<file path="src/design/speed_status_consts.svh">
// Constants for the speed status and zero clamp block
`ifndef SPEED_STATUS_CONSTS_SVH
`define SPEED_STATUS_CONSTS_SVH

// ==========================================================
// Register byte offsets (low address byte)
`define OFS_CLAMP_POLICY   8'h00
`define OFS_CLAMP_THR      8'h04
`define OFS_ROT_THR        8'h08
`define OFS_ZERO_THR       8'h0C
`define OFS_MATCH_THR      8'h10
`define OFS_APPR_THR       8'h14
`define OFS_OUT_FUNC_A     8'h18
`define OFS_OUT_FUNC_B     8'h1C
`define OFS_OUT_POLARITY   8'h20
`define OFS_TORQUE_SRC     8'h24
`define OFS_LIVE_STATUS    8'h28
`define OFS_IRQ_STATUS     8'h2C
`define OFS_IRQ_MASK       8'h30

// ==========================================================
// Reset values
`define RST_CLAMP_POLICY   16'h0000
`define RST_CLAMP_THR      16'h0014
`define RST_ROT_THR        16'h0014
`define RST_ZERO_THR       16'h000A
`define RST_MATCH_THR      16'h000A
`define RST_APPR_THR       16'h0064
`define RST_OUT_FUNC_A     8'h83
`define RST_OUT_FUNC_B     8'h84
`define RST_TORQUE_SRC     16'h0000

// ==========================================================
// Legal ranges of writable fields
`define MAX_CLAMP_POLICY   16'h0003
`define MAX_CLAMP_THR      16'h03E8
`define MAX_ROT_THR        16'h03E8
`define MAX_ZERO_THR       16'h1770
`define MAX_MATCH_THR      16'h0064
`define MIN_APPR_THR       16'h000A
`define MAX_APPR_THR       16'h1770
`define MAX_TORQUE_SRC     16'h0001
`define FUNC_MIN           8'h80
`define FUNC_MAX           8'h8E

// ==========================================================
// Output function codes and status bit positions
`define FUNC_ROTATING      8'h84
`define FUNC_STANDSTILL    8'h85
`define FUNC_SPEED_MATCH   8'h87
`define FUNC_REACHED       8'h88
`define POLICY_IGNORE      16'h0003
`define POLICY_LOCK        16'h0002
`define ST_ROT             0
`define ST_ZERO            1
`define ST_MATCH           2
`define ST_REACH           3
`define ST_LOCK            4
`define ST_W               5
`define NUM_OUT            2

`endif

</file>
<file path="src/design/speed_status_pkg.sv">
// Types shared by the speed status and zero clamp block
`default_nettype none
package speed_status_pkg;
  typedef logic signed [15:0] speed_t;
  typedef logic [15:0]        param_t;
  typedef enum logic [1:0] {
    CL_OFF  = 2'b00,
    CL_ZERO = 2'b01,
    CL_LOCK = 2'b10
  } clamp_state_t;
endpackage
`default_nettype wire

</file>
<file path="src/design/speed_status_clamp.sv">
// Speed-mode status outputs, zero clamp and torque source select
`timescale 1ns/1ps
`default_nettype none
`include "speed_status_consts.svh"

// Notes on behaviour
// (RULE1) Clamp with small reference zeroes command, ignores reference
// (RULE2) Policy 0 zero, 1 lock-by-speed, 2 lock, 3 off
// (RULE3) Clamp threshold 0 to 1000 rpm, default 20
// (RULE4) Rotating when speed magnitude reaches rotation threshold
// (RULE5) Code 132 routes rotating status to output
// (RULE6) Standstill while speed magnitude below zero threshold
// (RULE7) Code 133 routes standstill status to output
// (RULE8) Match while speed error within match threshold
// (RULE9) Code 135 routes match status to output
// (RULE10) Reached while speed magnitude above approach threshold
// (RULE11) Code 136 routes reached status to output
// (RULE12) Each output has function code and polarity
// (RULE13) Torque source internal or analog, changed stopped
// (RULE14) Compare magnitudes afresh on every control tick
module speed_status_clamp
  import speed_status_pkg::*;
(
  // Clock and reset
  input  wire logic                  REF_CLK_I,
  input  wire logic                  RST_I,
  // AHB-Lite slave
  input  wire logic                  HSEL_I,
  input  wire logic [31:0]           HADDR_I,
  input  wire logic [1:0]            HTRANS_I,
  input  wire logic                  HWRITE_I,
  input  wire logic [2:0]            HSIZE_I,
  input  wire logic [31:0]           HWDATA_I,
  input  wire logic                  HREADY_I,
  output logic [31:0]                HRDATA_O,
  output logic                       HREADYOUT_O,
  output logic                       HRESP_O,
  // Drive state and speed values
  input  wire logic                  CTRL_TICK_I,
  input  wire logic                  SPEED_MODE_I,
  input  wire logic                  RUNNING_I,
  input  wire logic                  CLAMP_REQ_I,
  input  wire speed_status_pkg::speed_t SPEED_FB_I,
  input  wire speed_status_pkg::speed_t SPEED_REF_I,
  input  wire speed_status_pkg::speed_t TORQUE_INT_I,
  input  wire speed_status_pkg::speed_t FIRST_ANALOG_I,
  // Loop commands
  output speed_status_pkg::speed_t   SPEED_CMD_O,
  output logic                       POS_LOCK_O,
  output speed_status_pkg::speed_t   TORQUE_REF_O,
  // Status and terminals
  output logic                       ROTATING_O,
  output logic                       STANDSTILL_O,
  output logic                       SPEED_MATCH_O,
  output logic                       SPEED_REACHED_O,
  output logic [`NUM_OUT-1:0]        DO_O,
  output logic                       IRQ_O
);
  import speed_status_pkg::*;

  // ========================================================
  // Registers
  param_t            policy_q;
  param_t            clamp_thr_q;
  param_t            rot_thr_q;
  param_t            zero_thr_q;
  param_t            match_thr_q;
  param_t            appr_thr_q;
  logic [7:0]        func_q [`NUM_OUT];
  logic [`NUM_OUT-1:0] pol_q;
  param_t            torque_src_q;
  logic [`ST_W-1:0]  irq_st_q;
  logic [`ST_W-1:0]  irq_mask_q;
  logic [`ST_W-1:0]  status_q;
  logic [`ST_W-1:0]  status_d;
  clamp_state_t      clamp_q;
  clamp_state_t      clamp_d;
  logic              wr_pend_q;
  logic [7:0]        wr_addr_q;
  logic [31:0]       rdata_q;
  logic [`NUM_OUT-1:0] do_q;
  speed_t            speed_cmd_q;
  speed_t            torque_q;

  // ========================================================
  // Bus slave: zero wait state, always OKAY
  logic       ahb_go;
  logic [7:0] wdat8;
  param_t     wdat;
  assign ahb_go      = HSEL_I && HREADY_I && HTRANS_I[1];
  assign HREADYOUT_O = 1'b1;
  assign HRESP_O     = 1'b0;
  assign HRDATA_O    = rdata_q;
  assign wdat        = HWDATA_I[15:0];
  assign wdat8       = HWDATA_I[7:0];

  function automatic logic wsel(input logic [7:0] ofs);
    return wr_pend_q && (wr_addr_q == ofs);
  endfunction

  always_ff @(posedge REF_CLK_I or posedge RST_I) begin
    if (RST_I) begin
      wr_pend_q <= 1'b0;
      wr_addr_q <= 8'h00;
    end else begin
      wr_pend_q <= ahb_go && HWRITE_I;
      if (ahb_go) begin
        wr_addr_q <= HADDR_I[7:0];
      end
    end
  end

  // Read data captured in the address phase, unmapped reads zero
  logic [31:0] rmux;
  always_comb begin
    rmux = 32'h0000_0000;
    case (HADDR_I[7:0])
      `OFS_CLAMP_POLICY: rmux[15:0] = policy_q;
      `OFS_CLAMP_THR:    rmux[15:0] = clamp_thr_q;
      `OFS_ROT_THR:      rmux[15:0] = rot_thr_q;
      `OFS_ZERO_THR:     rmux[15:0] = zero_thr_q;
      `OFS_MATCH_THR:    rmux[15:0] = match_thr_q;
      `OFS_APPR_THR:     rmux[15:0] = appr_thr_q;
      `OFS_OUT_FUNC_A:   rmux[7:0]  = func_q[0];
      `OFS_OUT_FUNC_B:   rmux[7:0]  = func_q[1];
      `OFS_OUT_POLARITY: rmux[`NUM_OUT-1:0] = pol_q;
      `OFS_TORQUE_SRC:   rmux[15:0] = torque_src_q;
      `OFS_LIVE_STATUS:  rmux[`ST_W-1:0] = status_q;
      `OFS_IRQ_STATUS:   rmux[`ST_W-1:0] = irq_st_q;
      `OFS_IRQ_MASK:     rmux[`ST_W-1:0] = irq_mask_q;
      default:           rmux = 32'h0000_0000;
    endcase
  end

  always_ff @(posedge REF_CLK_I or posedge RST_I) begin
    if (RST_I) begin
      rdata_q <= 32'h0000_0000;
    end else if (ahb_go && !HWRITE_I) begin
      rdata_q <= rmux;
    end
  end

  // ========================================================
  // Parameter registers; out-of-range writes are dropped
  always_ff @(posedge REF_CLK_I or posedge RST_I) begin
    if (RST_I) begin
      policy_q    <= `RST_CLAMP_POLICY;
      clamp_thr_q <= `RST_CLAMP_THR;
      rot_thr_q   <= `RST_ROT_THR;
      zero_thr_q  <= `RST_ZERO_THR;
      match_thr_q <= `RST_MATCH_THR;
      appr_thr_q  <= `RST_APPR_THR;
    end else begin
      if (wsel(`OFS_CLAMP_POLICY) && wdat <= `MAX_CLAMP_POLICY) begin
        policy_q <= wdat; // RULE2
      end
      if (wsel(`OFS_CLAMP_THR) && wdat <= `MAX_CLAMP_THR) begin
        clamp_thr_q <= wdat; // RULE3
      end
      if (wsel(`OFS_ROT_THR) && wdat <= `MAX_ROT_THR) begin
        rot_thr_q <= wdat;
      end
      if (wsel(`OFS_ZERO_THR) && wdat <= `MAX_ZERO_THR) begin
        zero_thr_q <= wdat;
      end
      if (wsel(`OFS_MATCH_THR) && wdat <= `MAX_MATCH_THR) begin
        match_thr_q <= wdat;
      end
      if (wsel(`OFS_APPR_THR) && wdat >= `MIN_APPR_THR &&
          wdat <= `MAX_APPR_THR) begin
        appr_thr_q <= wdat;
      end
    end
  end

  // Source change only while stopped, else the loop would jump
  always_ff @(posedge REF_CLK_I or posedge RST_I) begin
    if (RST_I) begin
      torque_src_q <= `RST_TORQUE_SRC;
    end else if (wsel(`OFS_TORQUE_SRC) && !RUNNING_I &&
                 wdat <= `MAX_TORQUE_SRC) begin
      torque_src_q <= wdat; // RULE13
    end
  end

  // Terminal function codes outside the legal span are dropped
  always_ff @(posedge REF_CLK_I or posedge RST_I) begin
    if (RST_I) begin
      func_q[0] <= `RST_OUT_FUNC_A;
      func_q[1] <= `RST_OUT_FUNC_B;
      pol_q     <= '0;
    end else begin
      if (wsel(`OFS_OUT_FUNC_A) && wdat8 >= `FUNC_MIN &&
          wdat8 <= `FUNC_MAX && HWDATA_I[15:8] == 8'h00) begin
        func_q[0] <= wdat8; // RULE12
      end
      if (wsel(`OFS_OUT_FUNC_B) && wdat8 >= `FUNC_MIN &&
          wdat8 <= `FUNC_MAX && HWDATA_I[15:8] == 8'h00) begin
        func_q[1] <= wdat8; // RULE12
      end
      if (wsel(`OFS_OUT_POLARITY)) begin
        pol_q <= HWDATA_I[`NUM_OUT-1:0]; // RULE12
      end
    end
  end

  // ========================================================
  // Magnitudes and comparisons
  function automatic param_t mag(input speed_t v);
    return v[15] ? param_t'(-v) : param_t'(v);
  endfunction

  param_t      abs_fb;
  param_t      abs_ref;
  logic [16:0] err;
  logic [16:0] abs_err;
  assign abs_fb  = mag(SPEED_FB_I); // RULE14
  assign abs_ref = mag(SPEED_REF_I); // RULE14
  assign err     = 17'(SPEED_FB_I) - 17'(SPEED_REF_I);
  assign abs_err = err[16] ? 17'(-err) : err;

  always_comb begin
    status_d = '0;
    status_d[`ST_ROT]   = abs_fb >= rot_thr_q; // RULE4
    status_d[`ST_ZERO]  = abs_fb < zero_thr_q; // RULE6
    status_d[`ST_MATCH] = SPEED_MODE_I &&
                          abs_err <= {1'b0, match_thr_q}; // RULE8
    status_d[`ST_REACH] = abs_fb > appr_thr_q; // RULE10
    status_d[`ST_LOCK]  = clamp_d == CL_LOCK;
  end

  // ========================================================
  // Zero clamp state
  logic clamp_req;
  assign clamp_req = CLAMP_REQ_I && SPEED_MODE_I &&
                     policy_q != `POLICY_IGNORE &&
                     abs_ref < clamp_thr_q; // RULE1

  always_comb begin
    clamp_d = CL_OFF;
    if (clamp_req) begin
      case (policy_q[1:0]) // RULE2
        2'b00: clamp_d = CL_ZERO;
        2'b01: clamp_d = (clamp_q == CL_LOCK ||
                          abs_fb < clamp_thr_q) ? CL_LOCK : CL_ZERO;
        2'b10: clamp_d = CL_LOCK;
        default: clamp_d = CL_OFF;
      endcase
    end
  end

  always_ff @(posedge REF_CLK_I or posedge RST_I) begin
    if (RST_I) begin
      clamp_q <= CL_OFF;
    end else if (CTRL_TICK_I) begin
      clamp_q <= clamp_d;
    end
  end

  // Commands refresh once per control tick
  always_ff @(posedge REF_CLK_I or posedge RST_I) begin
    if (RST_I) begin
      speed_cmd_q <= '0;
      torque_q    <= '0;
    end else if (CTRL_TICK_I) begin
      speed_cmd_q <= (clamp_d != CL_OFF) ? speed_t'(0)
                                         : SPEED_REF_I; // RULE1
      torque_q    <= torque_src_q[0] ? FIRST_ANALOG_I
                                     : TORQUE_INT_I; // RULE13
    end
  end
  assign SPEED_CMD_O  = speed_cmd_q;
  assign TORQUE_REF_O = torque_q;
  assign POS_LOCK_O   = clamp_q == CL_LOCK;

  // ========================================================
  // Status flags, re-evaluated each tick without latching
  always_ff @(posedge REF_CLK_I or posedge RST_I) begin
    if (RST_I) begin
      status_q <= '0;
    end else if (CTRL_TICK_I) begin
      status_q <= status_d; // RULE14
    end
  end
  assign ROTATING_O      = status_q[`ST_ROT];
  assign STANDSTILL_O    = status_q[`ST_ZERO];
  assign SPEED_MATCH_O   = status_q[`ST_MATCH];
  assign SPEED_REACHED_O = status_q[`ST_REACH];

  // ========================================================
  // Output terminals: function select then polarity
  for (genvar t = 0; t < `NUM_OUT; t++) begin : g_out
    logic sel;
    always_comb begin
      case (func_q[t])
        `FUNC_ROTATING:    sel = status_d[`ST_ROT]; // RULE5
        `FUNC_STANDSTILL:  sel = status_d[`ST_ZERO]; // RULE7
        `FUNC_SPEED_MATCH: sel = status_d[`ST_MATCH]; // RULE9
        `FUNC_REACHED:     sel = status_d[`ST_REACH]; // RULE11
        default:           sel = 1'b0;
      endcase
    end
    always_ff @(posedge REF_CLK_I or posedge RST_I) begin
      if (RST_I) begin
        do_q[t] <= 1'b0;
      end else if (CTRL_TICK_I) begin
        do_q[t] <= sel ^ pol_q[t]; // RULE12
      end
    end
  end
  assign DO_O = do_q;

  // ========================================================
  // Interrupts: rising status edges, set beats write-one-clear
  logic [`ST_W-1:0] rise;
  logic [`ST_W-1:0] clr;
  assign rise = CTRL_TICK_I ? (status_d & ~status_q) : '0;
  assign clr  = wsel(`OFS_IRQ_STATUS) ? HWDATA_I[`ST_W-1:0] : '0;

  always_ff @(posedge REF_CLK_I or posedge RST_I) begin
    if (RST_I) begin
      irq_st_q <= '0;
    end else begin
      irq_st_q <= (irq_st_q & ~clr) | rise;
    end
  end

  always_ff @(posedge REF_CLK_I or posedge RST_I) begin
    if (RST_I) begin
      irq_mask_q <= '0;
    end else if (wsel(`OFS_IRQ_MASK)) begin
      irq_mask_q <= HWDATA_I[`ST_W-1:0];
    end
  end
  assign IRQ_O = |(irq_st_q & irq_mask_q);
endmodule
`default_nettype wire

</file>
<file path="config.mk">
export PLATFORM = sky130hd
export DESIGN_NAME = speed_status_clamp
export DESIGN_NICKNAME = d
export VERILOG_FILES = /design/src/design/speed_status_pkg.sv /design/src/design/speed_status_clamp.sv
export VERILOG_INCLUDE_DIRS = /design/src /design/src/design
export SDC_FILE = /design/constraint.sdc
export NUM_CORES = 1
export LEC_CHECK = 0
export ABC_AREA = 1
export CORE_MARGIN = 2
export CORE_UTILIZATION = 45
export CTS_CLUSTER_DIAMETER = 30
export CTS_CLUSTER_SIZE = 10
export DETAILED_ROUTE_END_ITERATION = 7
export DONT_BUFFER_PORTS = 1
export PLACE_DENSITY = 0.72
export SYNTH_ARGS = -nofsm -noshare
export SYNTH_HDL_FRONTEND = slang
export SYNTH_SLANG_ARGS = --single-unit
</file>
<file path="constraint.sdc">
create_clock -name REF_CLK_I -period 9.9 [get_ports REF_CLK_I]
set_clock_uncertainty 0.2 [all_clocks]
set_input_delay 0.99 -clock REF_CLK_I [delete_from_list [all_inputs] [get_ports REF_CLK_I]]
set_output_delay 0.99 -clock REF_CLK_I [all_outputs]
set_load 0.01 [all_outputs]
</file>
==> summary.md, run 1 <==
| Metric | Value |
|---|---|
| Status | completed |
| Detail Route Antenna Nets | 0 |
| Main combinational cell family by area after synthesis | simple AND/OR/NAND/NOR gates |
| Rows | 62 |
| Synth Area in Adders | 0.107 |
| Max-Cap Viols | 0 |
| Sw frac | 0.263 |
| Routed len/inst | 19.1 microns |
| # hold bufs at CTS | 0 |
| Post-synth EDFFs | 0 |
| Clock sinks | 206 |
| Crit path max fanout | 5 |
| Commonest non-fill, non-tap cell in the layout | nand2_1 |
| Multiplexer area fraction after synthesis | 0.0110 |
| Global placement routability congestion | 0.926 |
| Post-synthesis xor/xnor area fraction | 0.0277 |
| CP startpoint kind | primary input |
| Yosys cell types | 51 |
| Final antenna diode count | 0 |
| First-pass GRT wire length | 63,400 microns |
| Yosys top cell area share | 0.359 |
| Seq cells post-synth | 206 |
| Most frequent cells in the layout | 325 x nand2_1, 269 x inv_1, 190 x dfrtp_1 |
| Final setup viols | 0 |
| Largest net degree at the start of global routing | 129 |
| CTS tree | yes |
| Syn Inst Count | 1,698 |
| Syn avg cell area | 7.80 sq um |
| Share of cells above drive strength 1 | 0.0843 |
| Vias in the first global route | 11.6k |
| Synthesized area | 13,300 sq um |
| Sequential-to-total area share from yosys stat | 0.391 |
| Core ar. | 28,900 sq um |
| Area Overhead vs Synth | 14.1% |
| Pwr Density | 185 nW/um^2 |
| Max-slew headroom | 0.223 |
| Dpl cells | 2,046 |
| DRT Pass-1 Iters | 5 |
| Total CTS buffers | 44 |
| Net load switching power | 0.737 mW |
| Hold WC Path Type | flop to flop |
| Setup bufs post-CTS | 0 |
| Setup TNS | 0 ns |
| Fillers | 2,708 |
| Synth top area cells | dfrtp_1 36%, ha_1 11%, nand2_1 9.2% |
| Initial antenna violation count | 0 |
| Cell taking the most area after synthesis | dfrtp_1 |
| CP Data Required Time | 10.11 ns |
| Simple-gate portion of the synthesized area | 0.213 |
| Clk root buf | clkbuf_16 |
| IO buf count | 0 |
| Clk_lat worst skew | 0.53 ns |
| Max Slew Vio Count | 0 |
| Die area | 30,800 sq um |
| Final WL | 40,700 microns |
| Logic pwr share | 0.125 |
| Nets@finish | 1,963 |
| Critical Path AT | 4.88 ns |
| Int Power | 2.06 mW |
| VDD IR-drop max | 110 uV |
| Tot GR Track Use | 0.264 |
| Final instance area | 15,100 sq um |
| Clock share of power | 0.555 |
| Main synth FF type | dfrtp_1 |
| Placed cell areas | 13,500 sq um |
| Fmax | 214 MHz |
| Leakage power | 7.33 nW |
| Fin. Hold Viols | 0 |
| Remaining DRCs | 0 |
| Starting DRT DRC Count | 1,043 |
| Reg area | 5170 sq um |
| Chip width | 176 microns |
| HPWL reported at the end of detailed placement | 31,100 microns |
| Fin crit period | 4.68 ns |
| H-tree depth | 2 |
| CP Capture Type | flop |
| Clk buf depth | 3 |
| Die span in y | 176 microns |
| Worst-path clk slew | 0.05 ns |
| Boundary Pins | 216 |
| Actual slew at the worst max-slew pin | 1.16 ns |
| Ys Warns | 0 |
| Post-Layout Cell Count | 2,128 |
| Worst Setup Path Type | primary input to flop |
| Post-cts resize count | 0 |
| Async S/R FF share, synth | 1.00 |
| Drt via density | 5.57 |
| Complex-gate fraction of the synthesized area | 0.148 |
| Crit share post-route | 0.472 |
| Share of power burned in registers | 0.320 |
| Area of the multi-input gates | 6790 sq um |
| RSZ-0062 raised after global routing | false |
| Vias | 11.9k |
| Total gr overflow | 0 |
| Initial Util | 0.459 |
-- layout make-up --
class | count | share of cell area
clock buffers | 57 | 0.0828
clock inverters | 25 | 0.0227
inverters | 278 | 0.0695
multi-input cells | 1174 | 0.449
flip-flops and latches | 206 | 0.342
well taps | 384 | 0.0318
repair buffers | 4 | 0.00199
-- synthesized netlist by cell type (all sizes together) (2+ instances only) --
cell	n
a21oi	75
o31ai	19
and3	2
o41ai	5
o22ai	48
o211ai	6
clkinv	6
inv	272
xnor2	11
dfrtp	190
nand2	339
ha	112
nor3	33
mux2	13
xor2	30
nand4	23
a211oi	4
a221oi	11
o21ai	171
buf	32
conb	2
nor2	160
clkbuf	24
nand3	58
dfstp	16
o221ai	2
nor4	16
nand3b	10
-- registers in the layout (all words and copies together) (netlist names), 2 cells and up --
name and cells:
zero_thr_q 16, policy_q 16, status_q 5, SPEED_CMD_O 16, pol_q 2, clamp_thr_q 16
irq_mask_q 5, match_thr_q 16, torque_src_q 16, rot_thr_q 16, func_q 16, clamp_q 2
DO_O 2, irq_st_q 5, TORQUE_REF_O 16, wr_addr_q 8, HRDATA_O 16, appr_thr_q 16
-- per-stage QoR --
stage,utilization,setup WS (ns),hold slack [ns],total power [mW]
final,0.524,5.22,0.268,2.80
after global routing,0.524,4.92,0.281,2.91
after CTS,0.524,5.32,0.266,2.81
after detailed placement,0.469,4.79,0.252,1.25
after global placement,0.469,4.93,0.249,1.24
after floorplan,-,3.11,0.235,1.18
-- logic make-up after synthesis --
kind of cell,after synthesis
xor gates and xnor gates,41
adders and majority gates,113
DFF,206
buffers and inverters,334
muxes,13
AOI/OAI and AO/OA,346
and+or+nand+nor,643
other,2
-- power by group through the flow --
stage	logic, mW	clock network (mW)	registers [mW]
detailed placement	0.346	0	0.908
global route	0.405	1.61	0.898
CTS	0.349	1.57	0.896
finish	0.350	1.55	0.895
floorplan	0.272	0	0.903
global placement	0.335	0	0.907
-- routing by layer --
layer,wire length (microns),up-vias,share of wire,track usage
met2,18200,518,0.45,0.417
met1,17500,5600,0.43,0.358
met3,3520,108,0.087,0.0567
li1,-,5626,-,-
met4,1390,0,0.034,0.0988
met5,0,-,0,0
-- critical path: stages --
cell and delay (ns):
inv_1 0.19, ha_1 0.23, nand3_1 0.10, or3_1 0.34, o31ai_1 0.48, nand2_1 0.13, xor2_1 0.50, ha_1 0.34
nand2_1 0.07, inv_1 0.04, nand3_1 0.08, inv_1 0.05, a21oi_1 0.34, nand3_1 0.31, nand4_1 0.15, inv_1 0.05
nor2_1 0.18, nand3_1 0.11, nand3_1 0.14, nand2_1 0.06
-- worst paths after layout --
path	start	endpoint	cells after the start	slack [ns]
setup reg to reg	wr_addr_q[4]	clamp_thr_q[8]	7	6.95
min in group asynchronous	RST_I	TORQUE_REF_O[6]	1	0.29
hold / removal	clamp_thr_q[13]	clamp_thr_q[13]	2	0.27
setup / recovery	SPEED_FB_I[0]	DO_O[1]	20	5.22
max in group asynchronous	RST_I	TORQUE_REF_O[15]	2	7.60
hold reg to reg	clamp_thr_q[13]	clamp_thr_q[13]	2	0.27
(Power assumes the default switching activity.)
==> run 2: changes to the inputs <==
Settings changed: PLACE_DENSITY 0.72 to 0.74.
Clock period 9.9 ns to 4 ns, I/O delays scaled along.
==> run 2 against run 1 <==
Net effect: sequential power grew 150%; first-iteration DRC count grew 8.5%; flip-flop and latch count is the same; global-route usage grew 0.33 points; clock power grew 130%.
==> summary.md, run 2 (synthesis gave the netlist of run 1 again) <==
| Metric | Value |
|---|---|
| Fillers | 2,514 (was 2,708) |
| Max Slew Vio Count | 0 (unchanged) |
| Die area | 30,800 sq um (unchanged) |
| Status | completed (unchanged) |
| Clock sinks | 206 (unchanged) |
| Dpl cells | 2,098 (was 2,046) |
| Clk root buf | clkbuf_16 (unchanged) |
| Fin. Hold Viols | 0 (unchanged) |
| CP max stage delay | 0.54 ns (was 0.50 ns) |
| IO buf count | 0 (unchanged) |
| Share of cells above drive strength 1 | 0.133 (was 0.0843) |
| Boundary Pins | 216 (unchanged) |
| HPWL reported at the end of detailed placement | 31,200 microns (was 31,100 microns) |
| Fin Hold WS | 0.0116 ns (was 0.268 ns) |
| Pwr Density | 420 nW/um^2 (was 185 nW/um^2) |
| Hold-critical path endpoint | DO_O[1] (was clamp_thr_q[13]) |
| Drt via density | 5.54 (was 5.57) |
| Vias | 12.5k (was 11.9k) |
| Global-route track usage on met1 | 0.350 (was 0.358) |
| Total gr overflow | 0 (unchanged) |
| Chip width | 176 microns (unchanged) |
| CP Data Required Time | 4.21 ns (was 10.11 ns) |
| Clk_lat worst skew | 0.53 ns (about the same) |
| CP startpoint kind | primary input (unchanged) |
| Global placement routability congestion | 0.925 (was 0.926) |
| Met2 Track Usage GR | 0.441 (was 0.417) |
| DRT Pass-1 Iters | 6 (was 5) |
| Rows | 62 (unchanged) |
| Post-Layout Cell Count | 2,255 (was 2,128) |
| Crit path max fanout | 5 (unchanged) |
| Busiest layer in global routing | met2 (unchanged) |
| Detail Route Antenna Nets | 0 (unchanged) |
| Nets@finish | 2,090 (was 1,963) |
| First-pass GRT wire length | 64,400 microns (was 63,400 microns) |
| Largest net degree at the start of global routing | 85 (was 129) |
| Actual slew at the worst max-slew pin | 1.22 ns (was 1.16 ns) |
| Commonest non-fill, non-tap cell in the layout | nand2_1 (unchanged) |
| Core ar. | 28,900 sq um (unchanged) |
| R2R Path Start | torque_src_q[0] (was wr_addr_q[4]) |
| Cell mode on critical path | nand2_1 (was nand3_1) |
| RR Endpoint | TORQUE_REF_O[4] (was clamp_thr_q[8]) |
| Critical Path AT | 3.98 ns (was 4.88 ns) |
| Worst-path clk slew | 0.05 ns (about the same) |
| Tot GR Track Use | 0.268 (was 0.264) |
| Leakage power | 7.87 nW (was 7.33 nW) |
| Final setup viols | 0 (unchanged) |
| Slowest cell on the critical path | dlygate4sd3_1 (was xor2_1) |
| Routed len/inst | 18.7 microns (was 19.1 microns) |
| H-tree depth | 2 (unchanged) |
| CTS tree | yes (unchanged) |
| CP Capture Type | flop (unchanged) |
| Starting DRT DRC Count | 1,132 (was 1,043) |
| Initial Util | 0.459 (unchanged) |
| Hold WC Path Type | primary input to flop (was flop to flop) |
| Fmax | 265 MHz |
| Worst Hold Launch | SPEED_MODE_I (was clamp_thr_q[13]) |
| VDD IR-drop max | 486 uV (was 110 uV) |
| Most frequent cells in the layout | 312 x nand2_1, 262 x inv_1, 190 x dfrtp_1 (was 325 x nand2_1, 269 x inv_1, 190 x dfrtp_1) |
| Final WL | 42,100 microns (was 40,700 microns) |
| Area Overhead vs Synth | 23.9% (was 14.1%) |
| Die span in y | 176 microns (unchanged) |
| Hold path depth | 4 (was 2) |
| Max-slew headroom | 0.179 (was 0.223) |
| Worst Setup Path Type | primary input to flop (unchanged) |
| Initial antenna violation count | 0 (unchanged) |
| Vias in the first global route | 12.1k (was 11.6k) |
| Total CTS buffers | 46 (was 44) |
| Max-Cap Viols | 0 (unchanged) |
| Remaining DRCs | 0 (unchanged) |
| FF-to-FF path depth | 4 (was 7) |
| Clk buf depth | 3 (unchanged) |
| Final antenna diode count | 0 (unchanged) |
| FF-to-FF setup slack | 1.31 ns (was 6.95 ns) |
| Fin crit period | 3.77 ns |
| M3 GR Usage | 0.0550 (was 0.0567) |
| Crit share post-route | 0.943 |
-- run 2: final cells by class --
| type | instances | area, sq um | share of cell area |
|---|---|---|---|
| Clock buffer | 59 | 1260 | 0.0768 |
| Clock inverter | 25 | 244 | 0.0149 |
| Inverter | 278 | 1050 | 0.0638 |
| Multi-Input combinational cell | 1174 | 7020 | 0.428 |
| Sequential cell | 206 | 5170 | 0.315 |
| Tap cell | 384 | 480 | 0.0293 |
| Timing Repair Buffer | 129 | 1190 | 0.0723 |
-- run 2: critical path, delay by kind of cell --
kind / cells / cell delay [ns]
AOI/OAI and AO/OA: 2 / 0.32
xor gates and xnor gates: 1 / 0.15
adders and majority gates: 2 / 0.52
buffers and inverters: 5 / 0.88
and+or+nand+nor: 19 / 1.72
-- run 2: timing repair --
action,in CTS,in global routing
endpoints found under the hold margin,146,0
endpoints found under the setup margin,0,23
hold buffers,71,0
gates resized for setup,0,60
buffers inserted,0,2
-- run 2: where the power goes --
group,internal [mW],total [mW],switching (mW)
clock,2.41,3.61,1.19
combinational,0.439,1.06,0.624
sequential,2.15,2.22,0.0652
-- run 2: how the worst max path moves through the flow --
| stage | start | end | slack [ns] | cells after the start |
|---|---|---|---|---|
| 3_3_place_gp | SPEED_FB_I[0] | DO_O[0] | -0.01 | 27 |
| 5_1_grt | SPEED_REF_I[4] | status_q[2] | -0.07 | 27 |
| 4_1_cts | SPEED_REF_I[7] | status_q[2] | 0.03 | 30 |
| 2_1_floorplan | SPEED_FB_I[0] | DO_O[0] | 0.27 | 26 |
| 3_5_place_dp | SPEED_FB_I[0] | DO_O[0] | -0.11 | 32 |
| 6_report | SPEED_REF_I[6] | DO_O[1] | 0.23 | 29 |
-- run 2: routing by layer --
metal  share of wire  wire (microns)
met1            0.41           17400
met2            0.46           19500
met3           0.090            3790
met4           0.034            1420
met5               0               0
-- run 2: metrics by stage --
stage	cell area [sq um]	total power, mW	TNS [ns]	worst slack [ns]	util
2_1_floorplan	13300	2.91	0	0.272	-
3_3_place_gp	13900	3.14	-0.0392	-0.0130	0.483
3_5_place_dp	13900	3.17	-0.389	-0.106	0.483
4_1_cts	16200	6.85	0	0.0303	0.560
5_1_grt	16400	7.17	-0.248	-0.0740	0.569
6_report	16400	6.89	0	0.228	0.569
